[src/logic/ocr_pkg.sv]
// Package: register map, reset values, timing constants and carrier types for clock pin routing
package ocr_pkg;
    localparam int unsigned CLK_PERIOD_NS = 20;
    localparam int unsigned FS8K_PERIOD_NS = 125000;
    localparam int unsigned FS8K_PERIOD_CYC = FS8K_PERIOD_NS / CLK_PERIOD_NS;
    localparam int unsigned FS_PULSE_NS = 20;
    localparam int unsigned FS_PULSE_CYC_I = (FS_PULSE_NS + CLK_PERIOD_NS - 1) / CLK_PERIOD_NS;
    localparam int unsigned FRAMES_PER_MULTIFRAME = 4;
    localparam int unsigned CNT_W = 16;
    localparam logic [CNT_W-1:0] FS_PULSE_CYC = CNT_W'(FS_PULSE_CYC_I);

    localparam int unsigned NUM_CLK = 7;
    localparam int unsigned NUM_DIFF = 4;
    localparam int unsigned NUM_AUX = 5;
    localparam int unsigned NUM_GPIO = 3;
    localparam int unsigned FREQ_W = 20;

    // Byte offsets; frequency registers sit at FREQ_BASE + 4*n for clock n+1
    localparam logic [7:0] FREQ_BASE_OFS = 8'h00;
    localparam logic [7:0] DIFF_FORMAT_OFS = 8'h1c;
    localparam logic [7:0] AUX_ENABLE_OFS = 8'h20;
    localparam logic [7:0] FS_CTRL_OFS = 8'h24;
    localparam logic [7:0] STATUS_OFS = 8'h28;

    // Frequencies are held in kHz
    localparam logic [FREQ_W-1:0] FREQ_ONE_RST = 20'd6480;
    localparam logic [FREQ_W-1:0] FREQ_TWO_RST = 20'd38880;
    localparam logic [FREQ_W-1:0] FREQ_THREE_RST = 20'd19440;
    localparam logic [FREQ_W-1:0] FREQ_FOUR_RST = 20'd38880;
    localparam logic [FREQ_W-1:0] FREQ_FIVE_SDH_RST = 20'd2048;
    localparam logic [FREQ_W-1:0] FREQ_FIVE_SONET_RST = 20'd1544;
    localparam logic [FREQ_W-1:0] FREQ_SIX_RST = 20'd38880;
    localparam logic [FREQ_W-1:0] FREQ_SEVEN_RST = 20'd19440;

    localparam logic [1:0] FMT_DISABLED = 2'h0;
    localparam logic [1:0] FMT_LVDS = 2'h1;
    localparam logic [1:0] FMT_LVPECL = 2'h2;
    localparam logic [4:0] AUX_ENABLE_RST = 5'h00;
    localparam logic [3:0] FS_CTRL_RST = 4'h0;

    // Field positions
    localparam int unsigned FS8K_INV_BIT = 0;
    localparam int unsigned FS8K_PUL_BIT = 1;
    localparam int unsigned FS2K_INV_BIT = 2;
    localparam int unsigned FS2K_PUL_BIT = 3;
    localparam int unsigned ST_FAMILY_BIT = 0;
    localparam int unsigned ST_FS8K_BIT = 1;
    localparam int unsigned ST_FS2K_BIT = 2;
    localparam int unsigned STRAP_WAIT = 2;

    localparam logic [1:0] FAMILY_SDH = 2'h0;

    typedef logic [NUM_CLK-1:0][FREQ_W-1:0] ocr_freq_t;
    typedef logic [NUM_DIFF-1:0][1:0] ocr_fmt_t;

    typedef struct packed {
        logic [NUM_AUX-1:0] out;
        logic [NUM_AUX-1:0] oe;
    } ocr_aux_pin_t;

    typedef struct packed {
        ocr_freq_t freq;
        ocr_fmt_t fmt;
        logic [NUM_AUX-1:0] aux_en;
        logic [3:0] fs_ctrl;
        logic strap_sync1;
        logic strap_sync2;
        logic [1:0] strap_wait;
        logic strap_done;
        logic rate_family;
        logic [NUM_CLK-1:0] clk_sync1;
        logic [NUM_CLK-1:0] clk_sync2;
        logic [NUM_CLK-1:0] clk_pin;
        logic [NUM_GPIO-1:0] gpin_sync1;
        logic [NUM_GPIO-1:0] gpin_sync2;
        ocr_aux_pin_t aux;
        logic [CNT_W-1:0] cnt8;
        logic [1:0] frame_idx;
        logic fs8k;
        logic fs2k;
        logic dp_valid;
        logic dp_write;
        logic [7:0] dp_addr;
    } ocr_state_t;
endpackage

[src/logic/ocr_pin_routing.sv]
// Output clock pin routing, differential formats, auxiliary pins and frame-sync generation
`timescale 1ns/1ns
`default_nettype none
module ocr_pin_routing #(
    parameter logic [ocr_pkg::CNT_W-1:0] FS8K_PERIOD = ocr_pkg::CNT_W'(ocr_pkg::FS8K_PERIOD_CYC)
) (
    input wire logic CLK,
    input wire logic RST_N,
    input wire logic HSEL,
    input wire logic [31:0] HADDR,
    input wire logic [1:0] HTRANS,
    input wire logic HWRITE,
    input wire logic [2:0] HSIZE,
    input wire logic [31:0] HWDATA,
    input wire logic HREADY,
    output logic [31:0] HRDATA,
    output logic HREADYOUT,
    output logic HRESP,
    input wire logic [ocr_pkg::NUM_CLK-1:0] SYNTH_CLOCK_IN,
    output ocr_pkg::ocr_freq_t OUTPUT_FREQ_KHZ,
    output logic OUTPUT_CLOCK_ONE,
    output logic OUTPUT_CLOCK_TWO,
    output logic OUTPUT_CLOCK_THREE,
    output logic OUTPUT_CLOCK_FOUR,
    output logic OUTPUT_CLOCK_FIVE,
    output logic DIFF_CLOCK_FOUR_PLUS,
    output logic DIFF_CLOCK_FOUR_MINUS,
    output logic DIFF_CLOCK_FIVE_PLUS,
    output logic DIFF_CLOCK_FIVE_MINUS,
    output logic DIFF_CLOCK_SIX_PLUS,
    output logic DIFF_CLOCK_SIX_MINUS,
    output logic DIFF_CLOCK_SEVEN_PLUS,
    output logic DIFF_CLOCK_SEVEN_MINUS,
    output ocr_pkg::ocr_fmt_t DIFF_FORMAT,
    output ocr_pkg::ocr_aux_pin_t AUX_CLOCK_PIN,
    input wire logic [ocr_pkg::NUM_GPIO-1:0] AUX_CLOCK_PIN_IN,
    input wire logic [ocr_pkg::NUM_GPIO-1:0] GENERAL_IO_OUT,
    input wire logic [ocr_pkg::NUM_GPIO-1:0] GENERAL_IO_OE,
    output logic [ocr_pkg::NUM_GPIO-1:0] GENERAL_IO_IN,
    input wire logic RATE_FAMILY_STRAP,
    output logic RATE_FAMILY,
    output logic FRAME_SYNC_8K_OUT,
    output logic MULTIFRAME_SYNC_2K_OUT
);
    localparam logic [ocr_pkg::CNT_W-1:0] HALF8 = FS8K_PERIOD >> 1;
    localparam logic [1:0] LAST_FRAME = 2'(ocr_pkg::FRAMES_PER_MULTIFRAME - 1);
    localparam logic [1:0] HALF_FRAMES = 2'(ocr_pkg::FRAMES_PER_MULTIFRAME / 2);

    localparam ocr_pkg::ocr_state_t RESET_STATE = '{
        freq: {ocr_pkg::FREQ_SEVEN_RST, ocr_pkg::FREQ_SIX_RST, ocr_pkg::FREQ_FIVE_SDH_RST,
               ocr_pkg::FREQ_FOUR_RST, ocr_pkg::FREQ_THREE_RST, ocr_pkg::FREQ_TWO_RST,
               ocr_pkg::FREQ_ONE_RST},
        fmt: {4{ocr_pkg::FMT_LVDS}},
        aux_en: ocr_pkg::AUX_ENABLE_RST,
        fs_ctrl: ocr_pkg::FS_CTRL_RST,
        strap_sync1: 1'b0,
        strap_sync2: 1'b0,
        strap_wait: 2'h0,
        strap_done: 1'b0,
        rate_family: 1'b0,
        clk_sync1: '0,
        clk_sync2: '0,
        clk_pin: '0,
        gpin_sync1: '0,
        gpin_sync2: '0,
        aux: '0,
        cnt8: '0,
        frame_idx: 2'h0,
        fs8k: 1'b0,
        fs2k: 1'b0,
        dp_valid: 1'b0,
        dp_write: 1'b0,
        dp_addr: 8'h00
    };

    ocr_pkg::ocr_state_t s;
    ocr_pkg::ocr_state_t next_s;
    logic [31:0] rd_mux;

    always_comb begin
        rd_mux = 32'h0000_0000;
        for (int i = 0; i < ocr_pkg::NUM_CLK; i++) begin
            if (s.dp_addr == ocr_pkg::FREQ_BASE_OFS + 8'(4 * i)) begin
                rd_mux = {12'h000, s.freq[i]};
            end
        end
        case (s.dp_addr)
            ocr_pkg::DIFF_FORMAT_OFS: rd_mux = {24'h000000, s.fmt};
            ocr_pkg::AUX_ENABLE_OFS: rd_mux = {27'h0000000, s.aux_en};
            ocr_pkg::FS_CTRL_OFS: rd_mux = {28'h0000000, s.fs_ctrl};
            ocr_pkg::STATUS_OFS: rd_mux = {29'h00000000, s.fs2k, s.fs8k, s.rate_family};
            default: ;
        endcase
    end

    always_comb begin
        logic [ocr_pkg::CNT_W-1:0] in_frame;
        logic raw8;
        logic raw2;
        in_frame = '0;
        raw8 = 1'b0;
        raw2 = 1'b0;
        next_s = s;

        // Strap: two-flop synchroniser, then caught once the synchroniser holds a real pin value
        next_s.strap_sync1 = RATE_FAMILY_STRAP;
        next_s.strap_sync2 = s.strap_sync1;
        if (!s.strap_done) begin
            if (s.strap_wait == 2'(ocr_pkg::STRAP_WAIT)) begin
                next_s.strap_done = 1'b1;
                next_s.rate_family = s.strap_sync2;
                next_s.freq[4] = s.strap_sync2 ? ocr_pkg::FREQ_FIVE_SONET_RST
                                               : ocr_pkg::FREQ_FIVE_SDH_RST;
            end else begin
                next_s.strap_wait = s.strap_wait + 2'h1;
            end
        end

        // Synthesised clocks arrive from another domain and are resynchronised
        next_s.clk_sync1 = SYNTH_CLOCK_IN;
        next_s.clk_sync2 = s.clk_sync1;
        next_s.clk_pin = s.clk_sync2;
        next_s.gpin_sync1 = AUX_CLOCK_PIN_IN;
        next_s.gpin_sync2 = s.gpin_sync1;

        // Shared pins fall back to general I/O when their clock copy is disabled
        for (int i = 0; i < ocr_pkg::NUM_AUX; i++) begin
            if (s.aux_en[i]) begin
                next_s.aux.out[i] = s.clk_sync2[i];
                next_s.aux.oe[i] = 1'b1;
            end else if (i < ocr_pkg::NUM_GPIO) begin
                next_s.aux.out[i] = GENERAL_IO_OUT[i];
                next_s.aux.oe[i] = GENERAL_IO_OE[i];
            end else begin
                next_s.aux.out[i] = 1'b0;
                next_s.aux.oe[i] = 1'b0;
            end
        end

        // Multiframe is four 8 kHz frames, so both syncs stay phase aligned
        if (s.cnt8 >= FS8K_PERIOD - 1'b1) begin
            next_s.cnt8 = '0;
            next_s.frame_idx = (s.frame_idx == LAST_FRAME) ? 2'h0 : s.frame_idx + 2'h1;
        end else begin
            next_s.cnt8 = s.cnt8 + 1'b1;
        end
        in_frame = next_s.cnt8;
        if (next_s.fs_ctrl[ocr_pkg::FS8K_PUL_BIT]) begin
            raw8 = in_frame < ocr_pkg::FS_PULSE_CYC;
        end else begin
            raw8 = in_frame < HALF8;
        end
        if (next_s.fs_ctrl[ocr_pkg::FS2K_PUL_BIT]) begin
            raw2 = (next_s.frame_idx == 2'h0) && (in_frame < ocr_pkg::FS_PULSE_CYC);
        end else begin
            raw2 = next_s.frame_idx < HALF_FRAMES;
        end
        next_s.fs8k = raw8 ^ next_s.fs_ctrl[ocr_pkg::FS8K_INV_BIT];
        next_s.fs2k = raw2 ^ next_s.fs_ctrl[ocr_pkg::FS2K_INV_BIT];

        // AHB-Lite data phase write; reads are served from the live registers
        if (s.dp_valid && s.dp_write) begin
            for (int i = 0; i < ocr_pkg::NUM_CLK; i++) begin
                if (s.dp_addr == ocr_pkg::FREQ_BASE_OFS + 8'(4 * i)) begin
                    next_s.freq[i] = HWDATA[ocr_pkg::FREQ_W-1:0];
                end
            end
            case (s.dp_addr)
                ocr_pkg::DIFF_FORMAT_OFS: next_s.fmt = HWDATA[7:0];
                ocr_pkg::AUX_ENABLE_OFS: next_s.aux_en = HWDATA[ocr_pkg::NUM_AUX-1:0];
                ocr_pkg::FS_CTRL_OFS: next_s.fs_ctrl = HWDATA[3:0];
                default: ;
            endcase
        end
        if (HREADYOUT && HREADY) begin
            next_s.dp_valid = HSEL && HTRANS[1];
            next_s.dp_write = HWRITE;
            next_s.dp_addr = {HADDR[7:2], 2'b00};
        end
    end

    always_ff @(posedge CLK) begin
        if (!RST_N) begin
            s <= RESET_STATE;
        end else begin
            s <= next_s;
        end
    end

    // Wait states until the strap is caught keep early writes from being overwritten
    assign HREADYOUT = s.strap_done;
    assign HRESP = 1'b0;
    assign HRDATA = s.dp_valid ? rd_mux : 32'h0000_0000;
    assign OUTPUT_FREQ_KHZ = s.freq;
    assign OUTPUT_CLOCK_ONE = s.clk_pin[0];
    assign OUTPUT_CLOCK_TWO = s.clk_pin[1];
    assign OUTPUT_CLOCK_THREE = s.clk_pin[2];
    assign OUTPUT_CLOCK_FOUR = s.clk_pin[3];
    assign OUTPUT_CLOCK_FIVE = s.clk_pin[4];
    assign DIFF_CLOCK_FOUR_PLUS = s.clk_pin[3];
    assign DIFF_CLOCK_FOUR_MINUS = ~s.clk_pin[3];
    assign DIFF_CLOCK_FIVE_PLUS = s.clk_pin[4];
    assign DIFF_CLOCK_FIVE_MINUS = ~s.clk_pin[4];
    assign DIFF_CLOCK_SIX_PLUS = s.clk_pin[5];
    assign DIFF_CLOCK_SIX_MINUS = ~s.clk_pin[5];
    assign DIFF_CLOCK_SEVEN_PLUS = s.clk_pin[6];
    assign DIFF_CLOCK_SEVEN_MINUS = ~s.clk_pin[6];
    assign DIFF_FORMAT = s.fmt;
    assign AUX_CLOCK_PIN = s.aux;
    assign GENERAL_IO_IN = s.gpin_sync2;
    assign RATE_FAMILY = s.rate_family;
    assign FRAME_SYNC_8K_OUT = s.fs8k;
    assign MULTIFRAME_SYNC_2K_OUT = s.fs2k;
endmodule // ocr_pin_routing
`default_nettype wire

[config.mk]
export PLATFORM = sky130hd
export DESIGN_NAME = ocr_pin_routing
export DESIGN_NICKNAME = d
export VERILOG_FILES = /design/src/logic/ocr_pkg.sv /design/src/logic/ocr_pin_routing.sv
export SDC_FILE = /design/constraint.sdc
export NUM_CORES = 1
export LEC_CHECK = 0
export BUFFER_PORTS_ARGS = -buffer_cell sky130_fd_sc_hd__buf_2
export CORE_ASPECT_RATIO = 1.1
export CORE_MARGIN = 1
export CORE_UTILIZATION = 30
export CTS_CLUSTER_SIZE = 14
export DETAILED_ROUTE_END_ITERATION = 10
export MAX_ROUTING_LAYER = met4
export PLACE_DENSITY = 0.62
export SYNTH_ARGS = -nofsm -noshare
export SYNTH_HDL_FRONTEND = slang
export SYNTH_SLANG_ARGS = --single-unit
[constraint.sdc]
create_clock -name CLK -period 3.4 [get_ports CLK]
set_clock_uncertainty 0.15 [all_clocks]
set_input_delay 0.51 -clock CLK [delete_from_list [all_inputs] [get_ports CLK]]
set_output_delay 0.51 -clock CLK [all_outputs]
set_load 0.03 [all_outputs]
== Word-level counts from Yosys, hierarchy flattened ==
Index checks and enable logic that the tools add are counted.

* Div/mod/pow operators: 0
* Muxes and demuxes: 36
* Add/subtract/negate cells: 3
* $mul: 0
* Order comparisons: 4
* Shift-type cells: 0
* Equality and inequality tests: 12
* Bitwise logic cells: 8
* Reductions and logical operators: 19

{| class="wikitable"
|+ Operators with widths
! cell !! number
|-
| $mux W32 || 7
|-
| $mux W20 || 8
|-
| $pmux W32 S4 || 1
|-
| $mux W117 || 1
|-
| $reduce_and A2 Y1 || 13
|-
| $eq A6 B3 Y1 const B || 4
|-
| $eq A6 B4 Y1 const B || 3
|-
| $add A16 B1 Y16 const B || 1
|-
| $ge A16 B13 Y1 const B || 1
|-
| $lt A16 B1 Y1 const B || 1
|-
| $lt A16 B12 Y1 const B || 1
|-
| $mux W16 || 1
|-
| $eq A6 B2 Y1 const B || 2
|-
| $mux W12 || 1
|-
| $mux W1 || 10
|-
| $logic_not A8 Y1 || 1
|-
| $mux W2 || 4
|-
| $mux W8 || 1
|-
| $eq A6 B1 Y1 const B || 1
|-
| $not A1 Y1 || 6
|-
| $mux W5 || 1
|-
| $add A2 B1 Y2 const B || 2
|-
| $eq A2 B2 Y1 const B || 2
|-
| $logic_and A1 B1 Y1 || 4
|-
| other kinds (4) || 5
|}

* Bits in latches: 0
* Memory bits (writable): 0
* Bits in registers: 228
* Word-level logic and storage cells: 116
* Memories kept: 0
* Input port bits: 91
* Output and inout port bits: 211
* Memory bits (read-only): 0

== Logic depth before layout (Yosys ltp) ==
* Depth after elaboration: 10
* Gate-level depth with buffers: 9
* Mapped depth without buffers: 9

== Worst setup path before layout ==
OpenSTA, ideal clock, no wires.

* Path kind: flip-flop to output port
* Start: register s[7] (netlist name)
* End: output port HRDATA[3]
* Data arrival time: 2.164 ns
* Stages on the path, launching flop included: 7
* Path buffers: 1
* Required time: 2.740 ns
* Slack: 0.576 ns
* Cells stage by stage: dfxtp_1 > nor4_2 > clkbuf_1 > nand2_1 > o311ai_0 > o21ai_0 > a21boi_0

* Cells in the longest elaborated chain, start to end: 10
* Elaborated cells on any way between the ends: 20
* Classes of those cells: eq/ne (10); mux (9); reduce/logical (1)

{| class="wikitable"
|+ Ends and longest elaborated chain
! item !! RTL line !! RTL
|-
| from (decl) || ocr_pin_routing.sv:76 || <nowiki>ocr_pkg::ocr_state_t s;</nowiki>
|-
| from (signal assigned) || ocr_pin_routing.sv:186 || <nowiki>s <= next_s;</nowiki>
|-
| $logic_not A8 Y1 || ocr_pin_routing.sv:83 || <nowiki>if (s.dp_addr == ocr_pkg::FREQ_BASE_OFS + 8'(4 * i)) begin</nowiki>
|-
| $mux W20 || ocr_pin_routing.sv:83 ||
|-
| $mux W32 (6 in a row) || ocr_pin_routing.sv:83 ||
|-
| $pmux W32 S4 * || ocr_pin_routing.sv:87 || <nowiki>case (s.dp_addr)</nowiki>
|-
| $mux W32 * || ocr_pin_routing.sv:193 || <nowiki>assign HRDATA = s.dp_valid ? rd_mux : 32'h0000_0000;</nowiki>
|-
| to (decl) || ocr_pin_routing.sv:16 || <nowiki>output logic [31:0] HRDATA,</nowiki>
|}

Mark *: on every way between the ends. The rest lies on a longest branch, timed or not.

== Worst setup path in the final report ==
* Start: register s[3] (netlist name)
* End: output port HRDATA[19]

Same word-level chain as after synthesis.

==> summary.txt <==
Max-cap violations = 0
pwr dens = 500 nW/um2
Slew @ Worst Pin = 1.02 ns
Max VDD drop = 0.391 mV
Final setup viols = 0
number of global-route vias before repair = 8374
Setup CP Type = reg2out
commonest non-fill, non-tap cell in the layout = nand2_1
Clock Tree Buf Depth = 3
adder-cell share of the synthesized area = 0.575%
initial DRC count = 676
first-pass GRT wire length = 52.7 mm
Async SR Flop Fraction = 0%
CTS root buf = clkbuf_16
sequential area share after synthesis = 41.9%
xor and xnor area share after synthesis = 0.724%
router iterations before antenna repair = 7
worst min path class = in2reg
Clock Latency Late Sink = 0.54 ns
Post-synth EDFFs = 0
Layout Nets = 1502
die width = 184 um
status = completed
# port buffers = 246
H-tree lvl count = 1
Final Hold Viols = 0
DRT antenna net count = 0
dpl cells = 1851
YS warnings = 0
Lkg Pwr = 4.99 nW
gr ovfl total = 0
clock slew at reported path FFs = 0.06 ns
non-filler cells, final = 1905
number of synthesized register bits = 228
Post-Synth Simple-Gate Area = 22.8%
Via density = 4.88
Total GRT Usage = 19.3%
DR vias = 9303
n_diodes = 0
IO Pins = 302
fmax = 0.304 GHz
area leader, netlist = dfxtp_1
Hold WS = 0.0229 ns
CTS Sinks = 228
Post-Syn Instances = 1341
area share of the largest cell type after synthesis = 41.9%
routed len/inst = 18.8 um
cell area after synthesis = 10900 um2
Final period util = 96.9%
total CTS buffers = 26
Mapped Avg Cell Area = 8.12 um2
Area growth, synth to finish = 13.4%
synth top area cells = dfxtp_1 42%, buf_4 12%, nand2_1 11%, a21oi_1 5.5%, nand3_1 3.7%
initial antenna violation count = 0
commonest cells after routing, fill and taps aside = 323 x nand2_1, 246 x buf_2, 226 x dfxtp_1
Setup crit start kind = register
Main synth FF type = dfxtp_1
Min Clock Period, post-route = 3.29 ns
DR DRC count = 0
crit path max fanout = 23
RSZ-0062 raised after global routing = yes
post-CTS setup repair buffer count = 0
share of cells above drive strength 1 = 26.0%
relative slew slack = 32.0%
Initial Util = 30.7%
CORE AREA = 35500 um2
post-synthesis compound-gate area fraction = 11.6%
kind of end point of the critical path = output port
FP Rows = 72
Worst EP arrival = 2.63 ns
CTS tree = done
DIE AREA = 37100 um2
filler instances = 3730
post-synthesis mux area share = 6.19%
largest net degree at the start of global routing = 53
Slew Limit Fails = 0
HPWL after DPL = 25.4 mm
Die H = 202 um
Placer Congestion = 0.859
Cell variety after synth = 60
Worst EP required = 2.74 ns
total wire length = 35.8 mm
largest family of logic cells by synthesized area = simple AND/OR/NAND/NOR gates
kinds of logic after synthesis:
logic type                 count (synthesis)
and+or+nand+nor                          557
AOI/OAI and AO/OA                        213
DFF                                      228
buffers and inverters                    282
muxes                                     46
other                                      1
adders and majority gates                  5
xor gates and xnor gates                   9
registers in the layout (all words and copies together) (netlist names), 3 cells and up:
signal and cells:
s 38, AUX_CLOCK_PIN 10, DIFF_FORMAT 8, next_s 18
OUTPUT_FREQ_KHZ 140, GENERAL_IO_IN 3
routing by layer:
| metal | vias up | track usage, % | wire, um |
|---|---|---|---|
| met3 | 55 | 4.59 | 3560 |
| met1 | 4385 | 24.1 | 14700 |
| met4 | 0 | 5.86 | 1020 |
| li1 | 4421 | - | - |
| met5 | - | - | 0 |
| met2 | 442 | 30.7 | 16600 |
layout make-up:
| class | instances | area, um2 | share of cell area [%] |
|---|---|---|---|
| Clock buffer | 35 | 754 | 6.11 |
| Clock inverter | 11 | 108 | 0.872 |
| Inverter | 11 | 43.8 | 0.355 |
| Multi-Input combinational cell | 846 | 4670 | 37.8 |
| Sequential cell | 228 | 4570 | 37.0 |
| Tap cell | 481 | 602 | 4.87 |
| Timing Repair Buffer | 293 | 1600 | 13.0 |
worst paths after layout:
path,start,depth (start not counted),slack [ns],to
min reg2reg,next_s[56]$_SDFF_PN0_,1,0.28,next_s[49]$_SDFF_PN0_
max,s[3]$_SDFFE_PN0P_,8,0.11,HRDATA[19]
min,AUX_CLOCK_PIN_IN[2],2,0.02,next_s[42]$_SDFF_PN0_
max reg2reg,s[14]$_SDFF_PN0_,8,0.62,MULTIFRAME_SYNC_2K_OUT$_SDFF_PN0_
cells in the mapped netlist (3+ instances only):
library cell  instances
nand2_1             324
dfxtp_1             228
buf_4               181
a21oi_1             120
nand3_1              81
clkbuf_1             77
nor2_1               55
and2_1               37
mux2i_1              28
o21ai_0              28
a22oi_1              27
mux4_2               17
nor3_1               17
inv_1                11
or3_1                 8
a211oi_1              6
buf_1                 6
nand2b_1              6
nand4_1               6
a21boi_0              5
buf_2                 5
ha_1                  5
xnor2_1               5
and3_1                4
xor2_1                4
nor2b_1               3
o21a_1                3
o22ai_1               3
stage by stage:
stage | power [mW] | setup WS, ns | TNS (ns) | utilization, % | cell area [um2]
final | 6.18 | 0.106 | 0 | 34.8 | 12300
after global routing | 6.42 | -0.0253 | -0.0520 | 34.8 | 12300
after CTS | 6.25 | 0.0920 | 0 | 34.8 | 12300
after detailed placement | 3.44 | 0.654 | 0 | 32.1 | 11400
after global placement | 3.42 | 0.659 | 0 | 32.1 | 11400
after floorplan | 3.23 | 0.576 | 0 | - | 10900
report_power, final:
| part | internal [mW] | total (mW) | switching, mW | leakage, nW |
|---|---|---|---|---|
| Sequential | 2.73 | 2.77 | 0.0464 | 1.85 |
| Combinational | 0.193 | 0.618 | 0.425 | 2.72 |
| Clock | 1.63 | 2.79 | 1.15 | 0.423 |
| Total | 4.55 | 6.18 | 1.62 | 4.99 |
what timing repair did:
action | CTS | global route
hold buffers | 8 | 0
resized for setup | 0 | 3
endpoints found under the setup margin | 0 | 5
hold endpoints to repair | 8 | 0
worst max-delay path: stages, from the launching register on:
cell and delay (ns):
dfxtp_2 0.35, buf_4 0.33, and2_1 0.24, nand2_1 0.07, o22a_1 0.21, o31ai_2 0.30
buf_4 0.30, nor2_1 0.11, buf_2 0.19
No activity file was read; power rests on OpenSTA's default activity.
